## config.mk

```make
export PLATFORM = sky130hd
export DESIGN_NAME = rpcs_stack
export DESIGN_NICKNAME = d
export VERILOG_FILES = /design/src/logic/rpcs_pkg.sv /design/src/logic/rpcs_regsel.sv /design/src/logic/rpcs_stack.sv
export SDC_FILE = /design/constraint.sdc
export NUM_CORES = 1
export LEC_CHECK = 0
export ABC_AREA = 1
export BUFFER_PORTS_ARGS = -buffer_cell sky130_fd_sc_hd__buf_2
export CORE_UTILIZATION = 53
export DETAILED_ROUTE_END_ITERATION = 10
export PLACE_DENSITY = 0.79
export SETUP_SLACK_MARGIN = 0.1
export SYNTH_ARGS = -nofsm -noshare
export SYNTH_HDL_FRONTEND = slang
export SYNTH_SLANG_ARGS = --single-unit
```

## constraint.sdc

```tcl
create_clock -name CLOCK -period 1.6 [get_ports CLOCK]
set_input_delay 0.16 -clock CLOCK [delete_from_list [all_inputs] [get_ports CLOCK]]
set_output_delay 0.16 -clock CLOCK [all_outputs]
set_load 0.01 [all_outputs]
```

## src/logic/rpcs_pkg.sv

```systemverilog
// Constants shared by the register page context stack
package rpcs_pkg;

    // ========================================
    // Register offsets in the special-register space
    localparam logic [7:0] ADDR_CURRENT_PAGE = 8'h84;
    localparam logic [7:0] ADDR_SECOND_ENTRY = 8'h85;
    localparam logic [7:0] ADDR_BOTTOM_ENTRY = 8'h86;
    localparam logic [7:0] ADDR_PAGING_CTRL = 8'h96;

    // ========================================
    // Page on which the paging control register lives
    localparam logic [7:0] CTRL_REG_PAGE = 8'h0F;

    // ========================================
    // Field positions
    localparam int EN_BIT = 0;

    // ========================================
    // Reset values
    localparam logic [7:0] RST_CURRENT_PAGE = 8'h00;
    localparam logic [7:0] RST_SECOND_ENTRY = 8'h00;
    localparam logic [7:0] RST_BOTTOM_ENTRY = 8'h00;
    localparam logic [7:0] RST_PAGING_CTRL = 8'h01;

    // ========================================
    // Stack shape
    localparam int STACK_DEPTH = 3;
    localparam logic [7:0] EMPTY_PAGE = 8'h00;
    localparam logic [1:0] FILL_MAX = 2'h3;

    // Register select codes, one-hot except the all-zero none code
    typedef enum logic [3:0] {
        RPCS_SEL_NONE = 4'h0,
        RPCS_SEL_CUR = 4'h1,
        RPCS_SEL_NEXT = 4'h2,
        RPCS_SEL_LAST = 4'h4,
        RPCS_SEL_CTRL = 4'h8
    } rpcs_sel_t;

endpackage

```

## src/logic/rpcs_regsel.sv

```systemverilog
// Address decoder of the page context stack registers
`timescale 1ns/1ps
`default_nettype none

module rpcs_regsel (
    input wire logic [7:0] addr,
    input wire logic [7:0] cur_page,
    output var rpcs_pkg::rpcs_sel_t sel
);

    // ========================================
    // Decode
    // Entries are seen from every page; control only from its own page
    always_comb
    begin
        if (addr == rpcs_pkg::ADDR_CURRENT_PAGE)
        begin
            sel = rpcs_pkg::RPCS_SEL_CUR;
        end
        else if (addr == rpcs_pkg::ADDR_SECOND_ENTRY)
        begin
            sel = rpcs_pkg::RPCS_SEL_NEXT;
        end
        else if (addr == rpcs_pkg::ADDR_BOTTOM_ENTRY)
        begin
            sel = rpcs_pkg::RPCS_SEL_LAST;
        end
        else if (addr == rpcs_pkg::ADDR_PAGING_CTRL &&
                 cur_page == rpcs_pkg::CTRL_REG_PAGE)
        begin
            sel = rpcs_pkg::RPCS_SEL_CTRL;
        end
        else
        begin
            sel = rpcs_pkg::RPCS_SEL_NONE;
        end
    end

endmodule

`default_nettype wire

```

## src/logic/rpcs_stack.sv

```systemverilog
// Register page context stack: current page, second and bottom entries
`timescale 1ns/1ps
`default_nettype none

// Contract
// Return instruction copies the second entry into the current page.
// All three stack entries are readable and writable registers.
// Software edits of entries during a handler are honoured on return.
// Push happens only when an interrupt is vectored.
// Pop happens only when the return instruction executes.
// Enable cleared stops page switching and all push and pop.
// Enabled interrupt loads current page with the source's page.
// Disabled interrupt leaves the current page unchanged.
// Control at 0x96 page F, bit 0 enable, resets enabled.
// Current page at 0x84 on all pages, resets zero.
// Current page reads and writes never push or pop.
// Three byte stack: current, second, bottom.
// Writes to second or bottom entry never push or pop.
// Second entry at 0x85, resets zero, feeds current page on return.
// Bottom entry at 0x86, resets zero, feeds second entry on return.
// Unaltered stack returns to the page used before the interrupt.
// Push moves current to second, second to bottom, bottom lost.
// Pop moves bottom to second; bottom then holds 0x00.
// Core gives a page code with each interrupt and a return pulse.
module rpcs_stack #(
    parameter int PAGE_W = 8,
    parameter int DEPTH = rpcs_pkg::STACK_DEPTH
) (
    input wire logic CLOCK,
    input wire logic RST_N,
    input wire logic [7:0] SFR_ADDR,
    input wire logic SFR_WR,
    input wire logic SFR_RD,
    input wire logic [7:0] SFR_WDATA,
    output logic [7:0] SFR_RDATA,
    output logic SFR_RVALID,
    output logic SFR_SEL,
    input wire logic INT_TAKEN,
    input wire logic [7:0] INT_PAGE,
    input wire logic RETURN_FROM_INTERRUPT_INSTRUCTION_EXEC,
    output logic [7:0] CURRENT_PAGE,
    output logic AUTO_PAGING_EN,
    output logic [1:0] STACK_FILL,
    output logic STACK_OVERFLOW
);

    // ========================================
    // Elaboration checks
    generate
        if (PAGE_W != 8)
        begin : g_bad_width
            $error("rpcs_stack supports only 8-bit pages");
        end
        if (DEPTH != rpcs_pkg::STACK_DEPTH)
        begin : g_bad_depth
            $error("rpcs_stack supports only a three-entry stack");
        end
    endgenerate

    // ========================================
    // State
    logic [7:0] cur_page_ff;
    logic [7:0] next_entry_ff;
    logic [7:0] last_entry_ff;
    logic paging_en_ff;
    logic [7:0] rdata_ff;
    logic rvalid_ff;
    logic [1:0] fill_ff;
    logic overflow_ff;

    logic [7:0] nxt_cur_page;
    logic [7:0] nxt_next_entry;
    logic [7:0] nxt_last_entry;
    logic [7:0] nxt_rdata;

    rpcs_pkg::rpcs_sel_t sel;
    logic do_push;
    logic do_pop;
    logic wr_cur;
    logic wr_next;
    logic wr_last;
    logic wr_ctrl;

    // ========================================
    // Address decode, done against the page in use right now
    rpcs_regsel u_regsel (
        .addr(SFR_ADDR),
        .cur_page(cur_page_ff),
        .sel(sel)
    );

    // Write strobe for one selected register
    function automatic logic wr_hit(
        input rpcs_pkg::rpcs_sel_t s,
        input rpcs_pkg::rpcs_sel_t want,
        input logic wr
    );
        wr_hit = wr && (s == want);
    endfunction

    assign wr_cur = wr_hit(sel, rpcs_pkg::RPCS_SEL_CUR, SFR_WR);
    assign wr_next = wr_hit(sel, rpcs_pkg::RPCS_SEL_NEXT, SFR_WR);
    assign wr_last = wr_hit(sel, rpcs_pkg::RPCS_SEL_LAST, SFR_WR);
    assign wr_ctrl = wr_hit(sel, rpcs_pkg::RPCS_SEL_CTRL, SFR_WR);

    // ========================================
    // Stack events
    // Only the core's vector and return strobes move the stack; register
    // traffic never does, so a handler may rewrite entries freely.
    assign do_push = INT_TAKEN && paging_en_ff;
    assign do_pop = RETURN_FROM_INTERRUPT_INSTRUCTION_EXEC && paging_en_ff;

    // ========================================
    // Next values of the three entries
    // A stack event wins over a register write in the same cycle: the core
    // vectors between instructions, so a clash means a lost edit, not a
    // corrupted stack.
    always_comb
    begin
        nxt_cur_page = cur_page_ff;
        nxt_next_entry = next_entry_ff;
        nxt_last_entry = last_entry_ff;
        if (do_push)
        begin
            nxt_cur_page = INT_PAGE;
            nxt_next_entry = cur_page_ff;
            nxt_last_entry = next_entry_ff;
        end
        else if (do_pop)
        begin
            nxt_cur_page = next_entry_ff;
            nxt_next_entry = last_entry_ff;
            nxt_last_entry = rpcs_pkg::EMPTY_PAGE;
        end
        else
        begin
            if (wr_cur)
            begin
                nxt_cur_page = SFR_WDATA;
            end
            if (wr_next)
            begin
                nxt_next_entry = SFR_WDATA;
            end
            if (wr_last)
            begin
                nxt_last_entry = SFR_WDATA;
            end
        end
    end

    // ========================================
    // Current page
    // Disabled paging ignores interrupts, so the page stays put
    always_ff @(posedge CLOCK or negedge RST_N)
    begin
        if (!RST_N)
        begin
            cur_page_ff <= rpcs_pkg::RST_CURRENT_PAGE;
        end
        else
        begin
            cur_page_ff <= nxt_cur_page;
        end
    end

    // ========================================
    // Second entry
    always_ff @(posedge CLOCK or negedge RST_N)
    begin
        if (!RST_N)
        begin
            next_entry_ff <= rpcs_pkg::RST_SECOND_ENTRY;
        end
        else
        begin
            next_entry_ff <= nxt_next_entry;
        end
    end

    // ========================================
    // Bottom entry
    always_ff @(posedge CLOCK or negedge RST_N)
    begin
        if (!RST_N)
        begin
            last_entry_ff <= rpcs_pkg::RST_BOTTOM_ENTRY;
        end
        else
        begin
            last_entry_ff <= nxt_last_entry;
        end
    end

    // ========================================
    // Paging control, bit 0 only; upper bits are not stored
    always_ff @(posedge CLOCK or negedge RST_N)
    begin
        if (!RST_N)
        begin
            paging_en_ff <= rpcs_pkg::RST_PAGING_CTRL[rpcs_pkg::EN_BIT];
        end
        else if (wr_ctrl)
        begin
            paging_en_ff <= SFR_WDATA[rpcs_pkg::EN_BIT];
        end
    end

    // ========================================
    // Fill level and overflow
    // Counts pushed pages; a push with three held drops the bottom one,
    // which is flagged until a pop made with fewer than three held.
    // Software edits do not change the count.
    always_ff @(posedge CLOCK or negedge RST_N)
    begin
        if (!RST_N)
        begin
            fill_ff <= 2'h0;
        end
        else if (do_push && fill_ff != rpcs_pkg::FILL_MAX)
        begin
            fill_ff <= fill_ff + 2'h1;
        end
        else if (do_pop && !do_push && fill_ff != 2'h0)
        begin
            fill_ff <= fill_ff - 2'h1;
        end
    end

    always_ff @(posedge CLOCK or negedge RST_N)
    begin
        if (!RST_N)
        begin
            overflow_ff <= 1'b0;
        end
        else if (do_push && fill_ff == rpcs_pkg::FILL_MAX)
        begin
            overflow_ff <= 1'b1;
        end
        else if (do_pop && fill_ff != rpcs_pkg::FILL_MAX)
        begin
            overflow_ff <= 1'b0;
        end
    end

    // ========================================
    // Read path
    // Data is sampled before this cycle's update, so a read in the same
    // cycle as a push returns the old value.
    always_comb
    begin
        nxt_rdata = 8'h00;
        if (sel == rpcs_pkg::RPCS_SEL_CUR)
        begin
            nxt_rdata = cur_page_ff;
        end
        else if (sel == rpcs_pkg::RPCS_SEL_NEXT)
        begin
            nxt_rdata = next_entry_ff;
        end
        else if (sel == rpcs_pkg::RPCS_SEL_LAST)
        begin
            nxt_rdata = last_entry_ff;
        end
        else if (sel == rpcs_pkg::RPCS_SEL_CTRL)
        begin
            nxt_rdata = {7'h00, paging_en_ff};
        end
    end

    always_ff @(posedge CLOCK or negedge RST_N)
    begin
        if (!RST_N)
        begin
            rdata_ff <= 8'h00;
        end
        else if (SFR_RD)
        begin
            rdata_ff <= nxt_rdata;
        end
    end

    always_ff @(posedge CLOCK or negedge RST_N)
    begin
        if (!RST_N)
        begin
            rvalid_ff <= 1'b0;
        end
        else
        begin
            rvalid_ff <= SFR_RD && (sel != rpcs_pkg::RPCS_SEL_NONE);
        end
    end

    // ========================================
    // Outputs
    assign SFR_RDATA = rdata_ff;
    assign SFR_RVALID = rvalid_ff;
    assign SFR_SEL = (sel != rpcs_pkg::RPCS_SEL_NONE);
    assign CURRENT_PAGE = cur_page_ff;
    assign AUTO_PAGING_EN = paging_en_ff;
    assign STACK_FILL = fill_ff;
    assign STACK_OVERFLOW = overflow_ff;

endmodule

`default_nettype wire

```

==> flow_summary.json, run 1 <==
{
  "status": "finished, final reports clean",
  "antenna_cells": 0,
  "drt-total-wl_mm": 6.01,
  "ios": 52,
  "grt_pass1_wl_mm": 9.05,
  "layout_setup_ws_ps": 124,
  "dp_slack_ps": 113,
  "drtAntennaViolNets": 0,
  "yosys.area.top_type": "dfrtp_1",
  "area_growth_pct": 25.1,
  "ir_worst_vdd_mv": 0.514,
  "clock.fmax_ghz": 0.678,
  "synth_top_family_by_area": "simple AND/OR/NAND/NOR gates",
  "synthCells": 277,
  "synthArstFlopShare_pct": 100,
  "grt_pass1_vias": 1955,
  "postLayoutCellArea_mm2": 0.00271,
  "cp_slowest_cell": "dfstp_2",
  "synthMuxAreaShare_pct": 0,
  "yosys.area_share.simple_pct": 27.1,
  "clk_latency_ps": 300,
  "hold_viol": 0,
  "finalNonFillerCells": 396,
  "yosysMostFrequentCell": "nand2_1",
  "p_leak_nw": 1.41,
  "min_period_ps": 1480,
  "total_power_mw": 2.43,
  "synthXorXnorAreaFrac_pct": 0,
  "slew_headroom_pct": 67.4,
  "synth.area.top_cells": "dfrtp_1 42%, nand2_1 15%, inv_1 6.1%",
  "grt_max_degree": 38,
  "route.detailed.drc": 0,
  "cts_buffers": 5,
  "first_pass_iters": 4,
  "core_mm2": 0.00380,
  "syn-num-nets": 307,
  "numClockSinks": 37,
  "yosysTopAreaCellShare_pct": 41.6,
  "placed_cell_area_mm2": 0.00245,
  "syn_avg_cell_area_um2": 7.81,
  "num_vias": 2224,
  "initial_utilization_pct": 56.9,
  "final.period_utilization_pct": 92.2,
  "clk_path_buf_depth": 2,
  "dp.cells": 374,
  "crit_fanout": 5,
  "p_per_area_mw_per_mm2": 898,
  "skew_ps": 5.42,
  "synth_edf_count": 0,
  "yosysSeqAreaShare_pct": 42.9,
  "ys.flop_type": "dfrtp_1",
  "die_y_um": 65.9,
  "slew_viol_final": 0,
  "ys_warn_count": 0,
  "drive_gt1_share_pct": 33.3,
  "cts_root_buf": "clkbuf_8",
  "syn_area_mm2": 0.00216,
  "clkTransAtPathRegs_ps": 80,
  "grtUsageTotal_pct": 28.4,
  "setup_tns_ps": 0,
  "crit_chain": "nand2_4, inv_4, nor2_4, buf_4, nand2_1, o221ai_1, nand2_1, o21ai_0",
  "nFillCells": 336,
  "layout.nets": 377,
  "dieArea_mm2": 0.00434,
  "ys_types": 31,
  "worst_pin_slew_ps": 488,
  "path_class": "reg2reg",
  "overflow": 0,
  "hpwl_mm": 4.02,
  "multi_input_area_mm2": 0.00106,
  "hp-class": "in2reg",
  "htree_levels": 2,
  "port_buffers": 51,
  "antenna_found_initial": 0,
  "synthAdderAreaFrac_pct": 0,
  "cpMostUsedCell": "nand2_1",
  "start_kind": "register",
  "num_rows": 22,
  "ys_top_cells_by_count": "89 x nand2_1, 36 x dfrtp_1, 35 x inv_1",
  "wire_per_inst_um": 15.2,
  "cp_data_required_time_ps": 1790,
  "max-cap-violations": 0,
  "setup_viol": 0,
  "place_congestion": 0.864,
  "rsz0062_at_grt": "yes",
  "seqCellArea_um2": 927,
  "drt_iter0_markers": 225,
  "synth-compound-area-share_pct": 19.3,
  "worst_ep_arrival_time_ps": 1670,
  "max_stage_delay_ps": 600,
  "die_w_um": 65.9,
  "vias_per_cell": 5.62,
  "ys_seq_elements": 37,
  "cts_tree": "yes",
  "critPathCaptureType": "register"
}
==> cells by family after synthesis <==
| family | Yosys count |
|---|---|
| buffers and inverters | 48 |
| and+or+nand+nor | 130 |
| DFF | 37 |
| AOI/OAI and AO/OA | 62 |
==> cell usage in the layout (no fill, tap or decap) <==
cell           count
nand2_1           84
buf_2             51
dfrtp_1           36
inv_1             32
o21ai_0           25
buf_4             18
o211ai_1          16
nand3_1           13
nor2_1            11
o21ai_2            9
nand2_2            8
o221ai_1           5
clkbuf_8           5
inv_2              4
nand2_4            4
nor2_4             3
nand4_1            3
o221ai_2           3
inv_4              2
clkinv_2           2
buf_6              2
dfstp_2            1
nor2_2             1
nor2_8             1
a31oi_1            1
clkinv_1           1
a21oi_1            1
and3_1             1
nand2_8            1
o31ai_1            1
o21ai_1            1
clkinvlp_4         1
dlygate4sd3_1      1
==> worst max-delay path, delay by kind of cell, from the launching register on <==
kind	cells	cell delay, ps
buf+inv	2	220
simple gates	4	340
flops	1	600
compound gates	2	190
==> layout make-up <==
class | count | area share, %
Multi-Input combinational cell | 192 | 39.1
Timing Repair Buffer | 72 | 15.6
Clock inverter | 3 | 0.647
Sequential cell | 37 | 34.3
Tap cell | 48 | 2.22
Clock buffer | 5 | 2.54
Inverter | 39 | 5.59
==> path summary, 6_finish.rpt <==
| path | from | cells past startpoint | slack, ps | to |
|---|---|---|---|---|
| worst min-delay path | SFR_WDATA[0] | 3 | 100 | AUTO_PAGING_EN$_DFFE_PN1P_ |
| worst max register to register | AUTO_PAGING_EN$_DFFE_PN1P_ | 8 | 120 | next_entry_ff[3]$_DFFE_PN0P_ |
| worst min register to register | SFR_RDATA[2]$_DFFE_PN0P_ | 2 | 480 | SFR_RDATA[2]$_DFFE_PN0P_ |
| max in group asynchronous | RST_N | 3 | 810 | AUTO_PAGING_EN$_DFFE_PN1P_ |
| worst max-delay path | AUTO_PAGING_EN$_DFFE_PN1P_ | 8 | 120 | next_entry_ff[3]$_DFFE_PN0P_ |
| min in group asynchronous | RST_N | 3 | 440 | SFR_RDATA[7]$_DFFE_PN0P_ |
==> stage by stage <==
step	hold WS, ps	utilization (%)
after global routing	122	71.2
after global placement	236	64.5
after floorplan	-136	-
after detailed placement	237	64.5
final	102	71.2
after CTS	104	67.0
==> power by group <==
group | internal, mW | switching, mW
Clock | 0.301 | 0.374
Combinational | 0.247 | 0.359
Sequential | 1.05 | 0.0988
==> what timing repair did <==
action	in CTS	in global routing
resized for setup	3	16
pin swaps	0	6
endpoints found under the hold margin	36	0
endpoints found under the setup margin	1	19
hold buffers	1	0
buffers inserted	0	13
==> flip-flops by register name, summed over array words and instances, names as in the netlist <==
name            count
STACK_FILL          2
CURRENT_PAGE        8
AUTO_PAGING_EN      1
SFR_RDATA           8
next_entry_ff       8
last_entry_ff       8
SFR_RVALID          1
STACK_OVERFLOW      1
==> layer usage <==
layer | vias to the layer above | track usage (%) | wire length, um
li1 | 1053 | - | -
met1 | 1041 | 36.6 | 2410
met2 | 109 | 48.0 | 2940
met3 | 21 | 5.17 | 501
met4 | 0 | 8.97 | 162
met5 | - | 0 | 0
Note: power is estimated with default switching activity, not from simulation.
==> run 2, diff against run 1 <==
--- a/config.mk
+++ b/config.mk
@@ -9,7 +9,7 @@
 export BUFFER_PORTS_ARGS = -buffer_cell sky130_fd_sc_hd__buf_2
 export CORE_UTILIZATION = 53
 export DETAILED_ROUTE_END_ITERATION = 10
-export PLACE_DENSITY = 0.79
+export PLACE_DENSITY = 0.84
 export SETUP_SLACK_MARGIN = 0.1
 export SYNTH_ARGS = -nofsm -noshare
 export SYNTH_HDL_FRONTEND = slang
==> flow_summary.json, run 2 (same netlist as run 1, synthesis figures left out) <==
{
  "num_vias": 2218,
  "overflow": 0,
  "drt_iter0_markers": 181,
  "layout_commonest_cell": "nand2_1",
  "finalNonFillerCells": 394,
  "htree_levels": 2,
  "cts_root_buf": "clkbuf_8",
  "setup_tns_ps": 0,
  "die_w_um": 65.9,
  "core_mm2": 0.00380,
  "place_congestion": 0.903,
  "slew_headroom_pct": 68.7,
  "antenna_found_initial": 0,
  "drive_gt1_share_pct": 31.5,
  "hold_viol": 0,
  "cp_data_required_time_ps": 1770,
  "path_class": "reg2reg",
  "crit_fanout": 6,
  "area_growth_pct": 25.0,
  "grt_pass1_vias": 2034,
  "clock.fmax_ghz": 0.659,
  "wire_per_inst_um": 14.7,
  "cts_tree": "yes",
  "p_per_area_mw_per_mm2": 961,
  "setup_viol": 0,
  "initial_utilization_pct": 56.9,
  "vias_per_cell": 5.63,
  "grt_max_degree": 21,
  "worst_pin_slew_ps": 469,
  "worst_ep_arrival_time_ps": 1690,
  "ios": 52,
  "grtUsageTotal_pct": 28.7,
  "status": "finished, final reports clean",
  "start_kind": "register",
  "rsz0062_at_grt": "yes",
  "max-cap-violations": 0,
  "route.detailed.drc": 0,
  "antenna_cells": 0,
  "drt-total-wl_mm": 5.80,
  "reg2reg_depth": 8,
  "p_leak_nw": 1.41,
  "drtAntennaViolNets": 0,
  "clkTransAtPathRegs_ps": 70,
  "grt_pass1_wl_mm": 9.34,
  "die_y_um": 65.9,
  "critPathCaptureType": "register",
  "port_buffers": 51,
  "skew_ps": 8.71,
  "ir_worst_vdd_mv": 0.505,
  "clk_path_buf_depth": 2,
  "total_power_mw": 2.60,
  "hpwl_mm": 3.97,
  "dp.cells": 375,
  "min_period_ps": 1520,
  "hp-class": "in2reg",
  "cts_buffers": 5,
  "layout.nets": 375,
  "clk_latency_ps": 300,
  "dieArea_mm2": 0.00434,
  "final_cell_mix": "87 x nand2_1, 51 x buf_2, 36 x dfrtp_1",
  "utilization_pct": 71.2,
  "first_pass_iters": 5,
  "slew_viol_final": 0,
  "holdPathStages": 3,
  "final.period_utilization_pct": 94.8,
  "numClockSinks": 37,
  "num_rows": 22
}
run 2: changes by cell type in the layout (fill, tap and decap cells not counted), sizes merged:
cell	before	now
buf	71	69
bufinv	0	1
clkbuf	5	6
clkinv	3	2
inv	38	37
run 2: final timing paths:
kind | endpoint | slack [ps] | start
max reg2reg | next_entry_ff[0]$_DFFE_PN0P_ | 80 | AUTO_PAGING_EN$_DFFE_PN1P_
min in group asynchronous | next_entry_ff[4]$_DFFE_PN0P_ | 340 | RST_N
max | next_entry_ff[0]$_DFFE_PN0P_ | 80 | AUTO_PAGING_EN$_DFFE_PN1P_
min | AUTO_PAGING_EN$_DFFE_PN1P_ | 150 | SFR_WDATA[0]
max in group asynchronous | next_entry_ff[5]$_DFFE_PN0P_ | 730 | RST_N
min reg2reg | SFR_RDATA[4]$_DFFE_PN0P_ | 480 | SFR_RDATA[4]$_DFFE_PN0P_
run 2: what timing repair did:
action / CTS / global route
gates resized for setup: 3 / 7
endpoints found under the setup margin: 1 / 20
pin swaps: 0 / 4
hold endpoints to repair: 17 / 0
hold buffers: 1 / 0
setup buffers: 0 / 10
run 2: per-stage QoR:
step	setup slack, ps	hold slack, ps	instance area [um2]
2_1_floorplan	253	-136	2160
3_3_place_gp	181	140	2460
3_5_place_dp	121	135	2460
4_1_cts	107	139	2590
5_1_grt	34.5	179	2700
6_report	82.7	148	2700
run 2: critical path, stage by stage, from the launching register on:
cell	delay (ps)
dfstp_2	600
nand2_2	90
clkinv_2	100
nor2_4	60
buf_12	140
nand2_1	100
o221ai_1	120
nand2_1	100
o21ai_0	90
run 2: power by group:
group | internal (mW) | switching, mW
combinational | 0.240 | 0.351
clock | 0.507 | 0.356
sequential | 1.05 | 0.0956
total | 1.80 | 0.802
run 2: final cells by class:
class                      instances  area, um2
fill                             320       1090
multi-input combinational        192       1030
sequential                        37        927
timing repair buffer              70        417
inverter                          39        150
clock buffer                       6       82.6
tap                               48       60.1
clock inverter                     2       37.5
run 2: layer usage:
metal	track usage, %	up-vias	routed length [um]
met4	11.7	0	180
met2	46.8	121	2760
li1	-	1045	-
met3	6.72	21	497
met5	0	-	0
met1	36.4	1031	2370
==> run 3, diff against run 2 <==
--- a/config.mk
+++ b/config.mk
@@ -7,9 +7,9 @@
 export LEC_CHECK = 0
 export ABC_AREA = 1
 export BUFFER_PORTS_ARGS = -buffer_cell sky130_fd_sc_hd__buf_2
-export CORE_UTILIZATION = 53
+export CORE_UTILIZATION = 35
 export DETAILED_ROUTE_END_ITERATION = 10
-export PLACE_DENSITY = 0.84
+export PLACE_DENSITY = 0.61
 export SETUP_SLACK_MARGIN = 0.1
 export SYNTH_ARGS = -nofsm -noshare
 export SYNTH_HDL_FRONTEND = slang
==> flow_summary.json, run 3 (same netlist as run 1, synthesis figures left out) <==
{
  "status": "finished, final reports clean",
  "fin_hold_ws_ps": 115,
  "first_pass_iters": 5,
  "route.met2.wl_mm": 2.95,
  "max-cap-violations": 0,
  "clk_path_buf_depth": 2,
  "layout_setup_ws_ps": 118,
  "num_rows": 28,
  "die_w_um": 80.6,
  "skew_ps": 10.7,
  "switchingPower_mw": 0.829,
  "htree_levels": 2,
  "p_leak_nw": 1.41,
  "clk_latency_ps": 300,
  "slew_viol_final": 0,
  "drt_iter0_markers": 127,
  "layout.nets": 378,
  "rsz0062_at_grt": "yes",
  "cts_tree": "yes",
  "dieArea_mm2": 0.00650,
  "clkPwrFrac_pct": 28.0,
  "route.detailed.drc": 0,
  "finalNonFillerCells": 424,
  "hp-class": "in2reg",
  "worst_ep_arrival_time_ps": 1320,
  "final_cell_mix": "84 x nand2_1, 51 x buf_2, 36 x dfrtp_1",
  "utilization_pct": 45.6,
  "min_period_ps": 1480,
  "grt_pass1_wl_mm": 9.58,
  "crit_fanout": 3,
  "initial_utilization_pct": 36.3,
  "seq_power_share_pct": 47.3,
  "ios": 52,
  "grt_max_degree": 38,
  "path_class": "reg2out",
  "wl_met3_um": 371,
  "layout_commonest_cell": "nand2_1",
  "setup_tns_ps": 0,
  "vias_per_cell": 4.95,
  "setup_viol": 0,
  "hold_viol": 0,
  "grtUsageTotal_pct": 20.1,
  "postLayoutCellArea_mm2": 0.00272,
  "drive_gt1_share_pct": 33.0,
  "placed_cell_area_mm2": 0.00249,
  "slew_headroom_pct": 67.0,
  "cts_buffers": 5,
  "port_buffers": 51,
  "ir_worst_vdd_mv": 0.329,
  "overflow": 0,
  "p_int_mw": 1.60,
  "worst_pin_slew_ps": 496,
  "area_growth_pct": 25.5,
  "core_mm2": 0.00596,
  "critPathCaptureType": "primary output",
  "antenna_cells": 0,
  "drt-total-wl_mm": 6.07,
  "total_power_mw": 2.43,
  "start_kind": "register",
  "final.period_utilization_pct": 92.6,
  "dp_slack_ps": 129,
  "pwr-share-comb_pct": 24.8,
  "p_per_area_mw_per_mm2": 895,
  "numClockSinks": 37,
  "clock.fmax_ghz": 0.675,
  "clkTransAtPathRegs_ps": 80,
  "dp.cells": 402,
  "antenna_found_initial": 0,
  "switching_share_pct": 34.1,
  "highest_layer": "met4",
  "wire_per_inst_um": 14.3,
  "hpwl_mm": 4.28,
  "die_y_um": 80.6,
  "met1_length_mm": 2.63,
  "drtAntennaViolNets": 0,
  "grt_pass1_vias": 1968,
  "cts_root_buf": "clkbuf_8",
  "num_vias": 2098,
  "cp_data_required_time_ps": 1440,
  "place_congestion": 0.824
}
[run 3: changes by cell type in the layout (fill, tap and decap cells not counted), sizes merged]
cell,previous run,this run
buf,69,72
clkinv,2,4
clkbuf,6,5
bufinv,1,0
[run 3: final timing paths]
path	from	to	slack, ps	cells past startpoint
min	SFR_WDATA[0]	AUTO_PAGING_EN$_DFFE_PN1P_	120	3
max in group asynchronous	RST_N	AUTO_PAGING_EN$_DFFE_PN1P_	800	3
max	CURRENT_PAGE[6]$_DFFE_PN0P_	SFR_SEL	120	6
min reg2reg	SFR_RDATA[2]$_DFFE_PN0P_	SFR_RDATA[2]$_DFFE_PN0P_	480	2
min in group asynchronous	RST_N	CURRENT_PAGE[3]$_DFFE_PN0P_	440	3
max reg2reg	AUTO_PAGING_EN$_DFFE_PN1P_	next_entry_ff[7]$_DFFE_PN0P_	150	8
[run 3: critical path, stage by stage, from the launching register on]
cell     delay (ps)
dfrtp_1         400
inv_2            90
nand3_2          80
nor2_1          110
nand4_1         130
nand2_1          90
buf_2           120
[run 3: area by class of cell]
class / count / area [um2]
fill: 630 / 3240
multi-input combinational: 192 / 1030
sequential: 37 / 927
timing repair buffer: 73 / 423
inverter: 39 / 150
tap: 75 / 93.8
clock buffer: 5 / 68.8
clock inverter: 3 / 17.5
[run 3: power groups by stage]
stage	Clock, mW	Sequential, mW	Combinational, mW
floorplan	0	1.17	0.318
global placement	0	1.17	0.531
detailed placement	0	1.17	0.534
CTS	0.684	1.15	0.560
global route	0.725	1.16	0.682
finish	0.679	1.15	0.602
[run 3: what timing repair did]
action | in CTS | in global routing
pin swaps | 0 | 4
setup buffers | 3 | 10
endpoints found under the setup margin | 1 | 20
hold buffers | 1 | 0
resized for setup | 3 | 9
hold endpoints to repair | 36 | 0
[run 3: layer usage]
metal	vias to the layer above	track usage, %
met5	-	0
met4	0	8.57
met3	11	3.75
met2	76	33.6
met1	961	25.1
li1	1050	-
